## src/include/ccmvm_pkg.sv

```systemverilog
// Package: constants, enums and carriers for the call mode and vector map
package ccmvm_pkg;

  // ==========================================================================
  // Widths
  localparam int PC_W   = 12;
  localparam int DA_W   = 12;
  localparam int SBS_W  = 4;

  // ==========================================================================
  // Stack bank mode select register
  localparam int              SBS_MODE_BIT   = 3;
  localparam logic [SBS_W-1:0] SBS_RESET     = 4'h8;
  localparam logic [SBS_W-1:0] SBS_COMPACT   = 4'h8;
  localparam logic [SBS_W-1:0] SBS_EXTENDED  = 4'h0;

  // ==========================================================================
  // Stack use and machine cycles per mode
  localparam logic [1:0] STK_COMPACT     = 2'h2;
  localparam logic [1:0] STK_EXTENDED    = 2'h3;
  localparam logic [2:0] CYC_CALL_CMP    = 3'h3;
  localparam logic [2:0] CYC_CALL_EXT    = 3'h4;
  localparam logic [2:0] CYC_FCALL_CMP   = 3'h2;
  localparam logic [2:0] CYC_FCALL_EXT   = 3'h3;

  // ==========================================================================
  // Program memory map
  localparam int               ROM_WORDS_SMALL = 2048;
  localparam int               ROM_WORDS_LARGE = 4096;
  localparam logic [PC_W-1:0]  VEC_RESET_BASE  = 12'h000;
  localparam logic [PC_W-1:0]  VEC_INT_BASE    = 12'h002;
  localparam logic [PC_W-1:0]  VEC_INT_LAST    = 12'h00d;
  localparam logic [2:0]       INT_SOURCES     = 3'h6;
  localparam logic [PC_W-1:0]  TBL_BASE        = 12'h020;
  localparam logic [PC_W-1:0]  TBL_LAST        = 12'h07f;
  localparam logic [5:0]       TBL_ENTRIES     = 6'h30;
  // Vector word 0 layout: flags in the top bits, address high part below
  localparam int               VEC_MBE_BIT     = 7;
  localparam int               VEC_RBE_BIT     = 6;

  // ==========================================================================
  // Data memory map
  localparam logic [DA_W-1:0]  DM_DATA_LO      = 12'h000;
  localparam logic [DA_W-1:0]  DM_DATA_HI      = 12'h0ff;
  localparam logic [DA_W-1:0]  DM_PERIPH_LO    = 12'hf80;
  localparam logic [DA_W-1:0]  DM_PERIPH_HI    = 12'hfff;

  // ==========================================================================
  // Instruction classes handled here
  typedef enum logic [2:0] {
    OP_DIRECT_CALL,
    OP_FAST_CALL,
    OP_ABSOLUTE_LONG_BRANCH,
    OP_ABSOLUTE_LONG_CALL,
    OP_ONE_BYTE_TABLE_CALL,
    OP_TABLE_BRANCH_PAIR,
    OP_INT_VECTOR
  } ccmvm_op_t;

  typedef struct packed {
    ccmvm_op_t       op;
    logic [7:0]      arg;
    logic [PC_W-1:0] pc;
  } ccmvm_req_t;

  typedef struct packed {
    logic            illegal;
    logic [1:0]      stack_bytes;
    logic [2:0]      cycles;
    logic [PC_W-1:0] target;
    logic            register_bank_enable_flag;
    logic            memory_bank_enable_flag;
  } ccmvm_rsp_t;

endpackage : ccmvm_pkg

```

## src/design/ccmvm_core.sv

```systemverilog
// Design: call mode selection, vector fetch and memory map decoding
`timescale 1ns/1ps

// Summary of operation
// - Bit 3 of stack bank mode select picks compact or extended mode.
// - Reset loads the select register with bit 3 set: compact mode.
// - Value 1000B means compact mode, 0000B means extended mode.
// - Direct and fast calls push two stack bytes in compact mode, three in extended; table call reports none.
// - Absolute long branch and call are legal only in extended mode.
// - Direct call 3/4 cycles, fast call 2/3 cycles, compact/extended.
// - The select register is written whole as one 4-bit unit.
// - After reset start address and bank flags come from 0000H-0001H.
// - Interrupt vectors with bank flags are read from 0002H-000DH.
// - Table call entries lie in program memory 0020H-007FH.
// - Table call hands back its entry address; running the entry is left to the requester.
// - Program memory holds 2048 or 4096 bytes by variant.
// - Data storage is 256 nibbles at 000H-0FFH.
// - Peripheral registers are 128 nibbles at F80H-FFFH.
// - Register pair table branch replaces only the low eight PC bits.
module ccmvm_core #(
  parameter bit LARGE_ROM = 1'b1
) (
  // Clock and reset
  input  wire logic                          clock,
  input  wire logic                          rst,
  // Select register access
  input  wire logic                          sbs_we,
  input  wire logic [ccmvm_pkg::SBS_W-1:0]   sbs_wdata,
  output logic      [ccmvm_pkg::SBS_W-1:0]   sbs_rdata,
  output logic                               compact_call_mode,
  // Instruction request and answer
  input  wire logic                          req_valid,
  input  wire ccmvm_pkg::ccmvm_req_t         req,
  output logic                               req_ready,
  output logic                               rsp_valid,
  output ccmvm_pkg::ccmvm_rsp_t              rsp,
  output logic                               start_valid,
  // Program memory read port, data one cycle after address
  output logic      [ccmvm_pkg::PC_W-1:0]    rom_addr,
  input  wire logic [7:0]                    rom_rdata,
  // Data memory decode
  input  wire logic [ccmvm_pkg::DA_W-1:0]    dm_addr,
  output logic                               dm_is_data,
  output logic                               dm_is_periph
);

  // ==========================================================================
  // Local types
  typedef enum logic [1:0] {
    ST_VEC_HI,
    ST_VEC_LO,
    ST_VEC_END,
    ST_IDLE
  } ccmvm_state_t;

  localparam logic [ccmvm_pkg::PC_W-1:0] ROM_MASK =
    LARGE_ROM ? ccmvm_pkg::PC_W'(ccmvm_pkg::ROM_WORDS_LARGE - 1)
              : ccmvm_pkg::PC_W'(ccmvm_pkg::ROM_WORDS_SMALL - 1);

  // Last address of the reset vector; only the start fetch ends there
  localparam logic [ccmvm_pkg::PC_W-1:0] START_LAST =
    ccmvm_pkg::VEC_RESET_BASE + ccmvm_pkg::PC_W'(1);

  // ==========================================================================
  // Mode register
  logic [ccmvm_pkg::SBS_W-1:0] sbs_r;
  logic [ccmvm_pkg::SBS_W-1:0] sbs_nxt;

  always_comb begin
    sbs_nxt = sbs_r;
    if (sbs_we) begin
      sbs_nxt = sbs_wdata;
    end
  end

  always_ff @(posedge clock or posedge rst) begin
    if (rst) begin
      sbs_r <= ccmvm_pkg::SBS_RESET;
    end else begin
      sbs_r <= sbs_nxt;
    end
  end

  // Requests see the registered mode, so a write in the same cycle counts
  // only from the next instruction on
  logic mode_cmp;
  assign mode_cmp          = sbs_r[ccmvm_pkg::SBS_MODE_BIT];
  assign compact_call_mode = mode_cmp;
  assign sbs_rdata         = sbs_r;

  // ==========================================================================
  // Request handling and vector fetch
  ccmvm_state_t               state_r;
  ccmvm_state_t               state_nxt;
  logic [ccmvm_pkg::PC_W-1:0] rom_addr_r;
  logic [ccmvm_pkg::PC_W-1:0] rom_addr_nxt;
  logic [7:0]                 vec_hi_r;
  logic [7:0]                 vec_hi_nxt;
  logic                       rsp_valid_r;
  logic                       rsp_valid_nxt;
  logic                       start_r;
  logic                       start_nxt;
  ccmvm_pkg::ccmvm_rsp_t      rsp_r;
  ccmvm_pkg::ccmvm_rsp_t      rsp_nxt;

  assign req_ready = (state_r == ST_IDLE);

  always_comb begin
    logic [ccmvm_pkg::PC_W-1:0] vec_target;
    vec_target    = {vec_hi_r[3:0], rom_rdata} & ROM_MASK;
    state_nxt     = state_r;
    rom_addr_nxt  = rom_addr_r;
    vec_hi_nxt    = vec_hi_r;
    rsp_valid_nxt = 1'b0;
    start_nxt     = 1'b0;
    rsp_nxt       = rsp_r;
    unique case (state_r)
      ST_VEC_HI: begin
        rom_addr_nxt = rom_addr_r + ccmvm_pkg::PC_W'(1);
        state_nxt    = ST_VEC_LO;
      end
      ST_VEC_LO: begin
        vec_hi_nxt = rom_rdata;
        state_nxt  = ST_VEC_END;
      end
      ST_VEC_END: begin
        // Start address and bank flags loaded together
        rsp_nxt.target = vec_target;
        rsp_nxt.register_bank_enable_flag    = vec_hi_r[ccmvm_pkg::VEC_RBE_BIT];
        rsp_nxt.memory_bank_enable_flag    = vec_hi_r[ccmvm_pkg::VEC_MBE_BIT];
        rsp_nxt.illegal = 1'b0;
        if (rom_addr_r == START_LAST) begin
          start_nxt = 1'b1;
        end else begin
          rsp_valid_nxt = 1'b1;
        end
        state_nxt = ST_IDLE;
      end
      ST_IDLE: begin
        if (req_valid) begin
          rsp_valid_nxt       = 1'b1;
          rsp_nxt.illegal     = 1'b0;
          rsp_nxt.stack_bytes = 2'h0;
          rsp_nxt.cycles      = 3'h1;
          rsp_nxt.target      = req.pc;
          unique case (req.op)
            ccmvm_pkg::OP_DIRECT_CALL: begin
              rsp_nxt.stack_bytes = mode_cmp ? ccmvm_pkg::STK_COMPACT
                                    : ccmvm_pkg::STK_EXTENDED;
              rsp_nxt.cycles = mode_cmp ? ccmvm_pkg::CYC_CALL_CMP
                                        : ccmvm_pkg::CYC_CALL_EXT;
            end
            ccmvm_pkg::OP_FAST_CALL: begin
              rsp_nxt.stack_bytes = mode_cmp ? ccmvm_pkg::STK_COMPACT
                                    : ccmvm_pkg::STK_EXTENDED;
              rsp_nxt.cycles = mode_cmp ? ccmvm_pkg::CYC_FCALL_CMP
                                        : ccmvm_pkg::CYC_FCALL_EXT;
            end
            ccmvm_pkg::OP_ABSOLUTE_LONG_BRANCH: begin
              rsp_nxt.illegal = mode_cmp;
            end
            ccmvm_pkg::OP_ABSOLUTE_LONG_CALL: begin
              rsp_nxt.illegal     = mode_cmp;
              rsp_nxt.stack_bytes = mode_cmp ? 2'h0
                                    : ccmvm_pkg::STK_EXTENDED;
            end
            ccmvm_pkg::OP_ONE_BYTE_TABLE_CALL: begin
              // Only the entry address is handed back; running that entry and
              // resuming after the table call are left to the requester
              if (req.arg[5:0] < ccmvm_pkg::TBL_ENTRIES) begin
                rsp_nxt.target = ccmvm_pkg::TBL_BASE +
                                 ccmvm_pkg::PC_W'({req.arg[5:0], 1'b0});
              end else begin
                rsp_nxt.illegal = 1'b1;
              end
            end
            ccmvm_pkg::OP_TABLE_BRANCH_PAIR: begin
              rsp_nxt.target = {req.pc[ccmvm_pkg::PC_W-1:8], req.arg}
                               & ROM_MASK;
            end
            ccmvm_pkg::OP_INT_VECTOR: begin
              if (req.arg[2:0] < ccmvm_pkg::INT_SOURCES) begin
                rsp_valid_nxt = 1'b0;
                rom_addr_nxt  = ccmvm_pkg::VEC_INT_BASE +
                                ccmvm_pkg::PC_W'({req.arg[2:0], 1'b0});
                state_nxt     = ST_VEC_HI;
              end else begin
                rsp_nxt.illegal = 1'b1;
              end
            end
            default: begin
              rsp_nxt.illegal = 1'b1;
            end
          endcase
        end
      end
    endcase
  end

  always_ff @(posedge clock or posedge rst) begin
    if (rst) begin
      state_r     <= ST_VEC_HI;
      rom_addr_r  <= ccmvm_pkg::VEC_RESET_BASE;
      vec_hi_r    <= 8'h00;
      rsp_valid_r <= 1'b0;
      start_r     <= 1'b0;
      rsp_r       <= '0;
    end else begin
      state_r     <= state_nxt;
      rom_addr_r  <= rom_addr_nxt;
      vec_hi_r    <= vec_hi_nxt;
      rsp_valid_r <= rsp_valid_nxt;
      start_r     <= start_nxt;
      rsp_r       <= rsp_nxt;
    end
  end

  assign rom_addr    = rom_addr_r;
  assign rsp_valid   = rsp_valid_r;
  assign start_valid = start_r;
  assign rsp         = rsp_r;

  // ==========================================================================
  // Data memory decode, registered
  logic dm_data_r;
  logic dm_data_nxt;
  logic dm_periph_r;
  logic dm_periph_nxt;

  always_comb begin
    dm_data_nxt   = (dm_addr <= ccmvm_pkg::DM_DATA_HI);
    dm_periph_nxt = (dm_addr >= ccmvm_pkg::DM_PERIPH_LO);
  end

  always_ff @(posedge clock or posedge rst) begin
    if (rst) begin
      dm_data_r   <= 1'b0;
      dm_periph_r <= 1'b0;
    end else begin
      dm_data_r   <= dm_data_nxt;
      dm_periph_r <= dm_periph_nxt;
    end
  end

  assign dm_is_data   = dm_data_r;
  assign dm_is_periph = dm_periph_r;

endmodule : ccmvm_core

```

## config.mk

```make
export PLATFORM = sky130hd
export DESIGN_NAME = ccmvm_core
export DESIGN_NICKNAME = d
export VERILOG_FILES = /design/src/include/ccmvm_pkg.sv /design/src/design/ccmvm_core.sv
export SDC_FILE = /design/constraint.sdc
export NUM_CORES = 1
export LEC_CHECK = 0
export BUFFER_PORTS_ARGS = -buffer_cell sky130_fd_sc_hd__buf_2
export CAP_MARGIN = 20
export CORE_ASPECT_RATIO = 1.25
export CORE_MARGIN = 4
export CORE_UTILIZATION = 40
export CTS_BUF_LIST = sky130_fd_sc_hd__clkbuf_8
export DETAILED_ROUTE_END_ITERATION = 7
export PLACE_DENSITY = 0.67
export SLEW_MARGIN = 25
export SYNTH_ARGS = -nofsm -noshare
export SYNTH_HDL_FRONTEND = slang
export SYNTH_SLANG_ARGS = --single-unit
```

## constraint.sdc

```tcl
create_clock -name clock -period 2.2 [get_ports clock]
set_input_delay 0.44 -clock clock [delete_from_list [all_inputs] [get_ports clock]]
set_output_delay 0.44 -clock clock [all_outputs]
set_load 0.1 [all_outputs]
```

==> metrics, run 1 <==
outcome=complete, no violations; Pre-antenna DRT Iters=4; Worst path top cell family by delay=buffers and inverters; reg-to-reg startpoint=state_r[1]; Mapped Avg Cell Area=10.21 sq um; PostCTS Resize Cnt=0; ANT cells=0; Sink Count=48; dpl hpwl=4715 microns; die area=7366 sq um; mean number of vias per cell=5.293; Levels on crit path=2; final clock skew=0.005655 ns; die extent in x=77.57 microns; Worst Reg-to-Reg Cells=6; Crit Path Class=reg -> out; placed instance area=2905 sq um; min Tclk post-route=2.041 ns; Worst-Margin Slew=0.5410 ns; Hold Buf Count CTS=0; startpoint types=register; postcts setup bufs=0; largest net degree at the start of global routing=27; GRT Util Overall=16.47%; Synth cell types=47; fmax=489.9 MHz; final WL=5958 microns; count leader, synth=dfrtp_1; row cnt=31; Setup TNS=0 ns; Post-Syn Nets=296; CTS Buf Count=5; Fin. Hold Viols=0; Warnings, synthesis=0; DR iter-0 viols=69; die height=94.96 microns; MaxCap Viol Count=0; remaining antenna violation count=0; slowest cell on the critical path=buf_2; Root Driver=clkbuf_8; vias in the first global route=2015; layout cells sized above 1=36.84%; number of synthesized flops with an enable pin=0; ys flop type=dfrtp_1; Critical Path RT=1.76 ns; CTS tree=built; Critical Path Sink Type=primary output; Post-Synthesis Cell Area=2420 sq um; first-pass GRT wire length=9522 microns; fin area=3020 sq um; Clk Latency, worst-skew pair=0.30 ns; # IOs=93; Async S/R FF share, synth=100.0%; initial antenna violation count=0; worst setup path end=req_ready; final setup fails=0; synth cell count leaders=dfrtp_1 (47), nand2_1 (24), a21oi_1 (18), nor2_1 (18), mux2_2 (13); Initial Util=41.59%; RePlAce Congestion=0.8536; Residual DRC=0; WP data arrival=1.60 ns; Area growth, synth to finish=24.82%; drt wl/cell=15.32 microns; largest area contributor in the netlist=dfrtp_1; CP startpoint=state_r[1]; hold crit path type=in -> async; Worst-path clk slew=0.10 ns; Max H-tree Level=2; fin nets=381; worst hold slack=0.1696 ns; internal reg-to-reg setup slack=0.32 ns; I/O Buffers=85; fin. max-slew vios=0; fin crit share=92.79%; DR vias=2059; top cell type's share of synthesized area=48.60%; crit-path cells=ha_2 -> buf_2; Post-Syn Instances=237; grt ovf=0; sequential area share after synthesis=49.69%; flops & latches, synth=48; Core Footprint=5818 sq um; maximum clock path buffer count=2; CP Max Fanout=18; RSZ-0062 raised after global routing=no; Worst R2R End=rsp[11]; Max transition margin=63.88%; Area contributors post-synth=dfrtp_1 (49%), mux2_2 (6.0%), ha_1 (4.1%); max incr delay on CP=0.50 ns; Buf/Inv on CP=1
worst min path at each step:
stage | start | end | slack (ns) | depth (start not counted)
4_1_cts | rst | rsp[4] | 0.19 | 2
5_1_grt | rst | dm_is_periph | 0.20 | 2
3_3_place_gp | rsp[16] | rsp[16] | 0.46 | 2
2_1_floorplan | vec_hi_r[0] | vec_hi_r[0] | 0.47 | 1
3_5_place_dp | rsp[15] | rsp[15] | 0.46 | 2
6_report | rst | rsp[4] | 0.17 | 2
kinds of logic (layout without fill, tap and decap cells):
| family | count (synthesis) | after routing | synth area share, % |
|---|---|---|---|
| AO/OA/AOI/OAI | 52 | 52 | 14.01 |
| flip-flops | 48 | 48 | 49.69 |
| XOR/XNOR | 7 | 7 | 2.534 |
| buffers and inverters | 21 | 107 | 3.981 |
| AND/OR/NAND/NOR | 86 | 86 | 18.77 |
| multiplexers | 15 | 15 | 6.877 |
| adder cells (fa/ha/maj) | 8 | 8 | 4.137 |
through the flow:
| stage | cells | setup WS (ns) | utilization [%] |
|---|---|---|---|
| 6_report | 389 | 0.1587 | 51.91 |
| 5_1_grt | 389 | 0.06982 | 51.91 |
| 4_1_cts | 389 | 0.1385 | 51.91 |
| 3_5_place_dp | 381 | 0.3130 | 49.94 |
| 3_3_place_gp | 381 | 0.3059 | 49.94 |
| 2_1_floorplan | 237 | 0.008074 | - |
registers in the layout, summed over array words and instances (netlist names):
name and cells:
vec_hi_r 6, rsp_valid 1, start_valid 1, rsp 20
sbs_rdata 4, state_r 2, dm_is_periph 1, rom_addr 12
dm_is_data 1
routing by layer:
metal	track usage [%]	up-vias	share of wire, %
met5	0	-	0
met4	6.380	0	1.7
met3	4.866	8	6.3
met2	27.67	66	50
met1	19.93	964	42
li1	-	1021	-
placed cells by master, fill, tap and decap left out, drive strengths merged, types with 2 or more instances in the layout:
cell type and n:
buf 90, dfrtp 47, nand2 24, nor2 19, a21oi 18, mux2 13, inv 10, nand3 8
ha 8, o21ai 7, a221oi 7, o22ai 7, nor4 7, xnor2 5, clkbuf 5, nor2b 4
nor3 4, or3 3, and2 3, nor4b 3, nand2b 2, and3b 2, xor2 2, o41ai 2
a21o 2, nand4 2, mux2i 2, a31oi 2
final cells by class:
class,instances,area (sq um)
clock buffers,5,68.82
clock inverters,3,46.29
fillers,551,2798
inverters,9,33.78
multi-input cells,168,1124
flip-flops and latches,48,1202
well taps,66,82.58
repair buffers,90,462.9
Power of run 1 is left out: the tool's default activity adds up to more than one toggle a clock period on the data nets, which glitch-free logic cannot reach.
==> run 2, diff against run 1 <==
--- a/config.mk
+++ b/config.mk
@@ -12,8 +12,7 @@
 export CORE_UTILIZATION = 40
 export CTS_BUF_LIST = sky130_fd_sc_hd__clkbuf_8
 export DETAILED_ROUTE_END_ITERATION = 7
-export PLACE_DENSITY = 0.67
-export SLEW_MARGIN = 25
+export PLACE_DENSITY = 0.74
 export SYNTH_ARGS = -nofsm -noshare
 export SYNTH_HDL_FRONTEND = slang
 export SYNTH_SLANG_ARGS = --single-unit
==> constraint.sdc (replaced) <==
create_clock -name clock -period 2.3 [get_ports clock]
set_input_delay 0.46 -clock clock [delete_from_list [all_inputs] [get_ports clock]]
set_output_delay 0.46 -clock clock [all_outputs]
set_load 0.1 [all_outputs]
==> run 2 against run 1 <==
Effect of this change:
- sequential share of layout area about the same
- via count grew 3.8%
- first-iteration DRC count up 68%
- non-clock buffer count increased by 1
- worst hold slack better by 0.0082 ns
- die area unchanged
==> metrics, run 2 (synthesized netlist as in run 1, its figures left out) <==
max reg flops=20; Area growth, synth to finish=24.72%; fin nets=382; vias in the first global route=2199; dpl hpwl=4698 microns; Pre-antenna DRT Iters=5; final setup fails=0; mean number of vias per cell=5.482; max incr delay on CP=0.51 ns; Core Footprint=5818 sq um; largest net degree at the start of global routing=24; CTS Buf Count=5; Fin. Hold Viols=0; I/O Buffers=85; Sink Count=48; Critical Path RT=1.84 ns; Initial Util=41.59%; min Tclk post-route=2.054 ns; PostCTS Resize Cnt=0; most frequent cells in the layout=buf_2 (85), dfrtp_1 (47), nand2_1 (24), a21oi_1 (18), nor2_1 (18); CP Max Fanout=12; postcts setup bufs=0; slowest cell on the critical path=buf_2; crit-path cells=ha_1 -> buf_2; Worst path top cell family by delay=buffers and inverters; Buf/Inv on CP=1; CTS tree=built; Worst-path clk slew=0.09 ns; fin. max-slew vios=0; RePlAce Congestion=0.8791; drt wl/cell=15.54 microns; Max H-tree Level=2; layout cells sized above 1=36.42%; die extent in x=77.57 microns; Setup TNS=0 ns; # IOs=93; outcome=complete, no violations; DR iter-0 viols=116; Worst-Margin Slew=0.5183 ns; Residual DRC=0; die height=94.96 microns; fill count=545; grt ovf=0; Max transition margin=65.36%; row cnt=31; Critical Path Sink Type=primary output; fmax=486.9 MHz; Hold Buf Count CTS=0; MaxCap Viol Count=0; ANT cells=0; DR vias=2138; maximum clock path buffer count=2; RSZ-0062 raised after global routing=no; hold crit path type=in -> async; Clk Latency, worst-skew pair=0.30 ns; final WL=6062 microns; first-pass GRT wire length=9942 microns; Crit Path Class=reg -> out; initial antenna violation count=0; remaining antenna violation count=0; GRT Util Overall=16.82%; startpoint types=register; final clock skew=0.009718 ns; die area=7366 sq um; fin crit share=89.29%; WP data arrival=1.59 ns; commonest non-fill, non-tap cell in the layout=buf_2; Root Driver=clkbuf_8
run 2: changes by cell type in the layout (fill, tap and decap cells not counted), sizes merged:
| cell | change |
|---|---|
| buf | +1 |
| clkinv | +1 |
| clkinvlp | -1 |
run 2: cell type report:
type | instances | area [sq um] | share of cell area (%)
Tap cell | 66 | 82.58 | 2.736
Clock buffer | 5 | 68.82 | 2.280
Sequential cell | 48 | 1202 | 39.84
Multi-Input combinational cell | 168 | 1121 | 37.15
Clock inverter | 3 | 38.79 | 1.285
Inverter | 9 | 33.78 | 1.119
Timing Repair Buffer | 91 | 470.5 | 15.59
run 2: per-stage QoR:
| stage | util, % | hold WS [ns] | instance area, sq um | instances | worst slack (ns) |
|---|---|---|---|---|---|
| finish | 51.87 | 0.1777 | 3018 | 390 | 0.2462 |
| global route | 51.87 | 0.2113 | 3018 | 390 | 0.1569 |
| CTS | 51.87 | 0.1901 | 3018 | 390 | 0.2252 |
| detailed placement | 50.02 | 0.4564 | 2910 | 382 | 0.3859 |
| global placement | 50.02 | 0.4531 | 2910 | 382 | 0.4466 |
| floorplan | - | 0.4727 | 2420 | 237 | 0.07277 |
run 2: metal layers:
| layer | up-vias | wire [microns] | track usage (%) |
|---|---|---|---|
| met1 | 1022 | 2405 | 20.29 |
| li1 | 1021 | - | - |
| met5 | - | 0 | 0 |
| met4 | 0 | 99 | 6.380 |
| met3 | 12 | 403 | 3.817 |
| met2 | 83 | 3154 | 29.25 |
run 2: worst paths after layout:
kind | startpoint | to | slack (ns) | depth (start not counted)
worst max-delay path | state_r[1] | req_ready | 0.25 | 2
worst min-delay path | rst | rsp[19] | 0.18 | 2
worst max register to register | state_r[1] | rsp[5] | 0.38 | 5
worst min register to register | rsp[16] | rsp[16] | 0.47 | 2
max in group asynchronous | rst | rsp[4] | 1.48 | 3
min in group clock | dm_addr[11] | dm_is_data | 0.32 | 2
Power of run 2 is left out for the same reason.
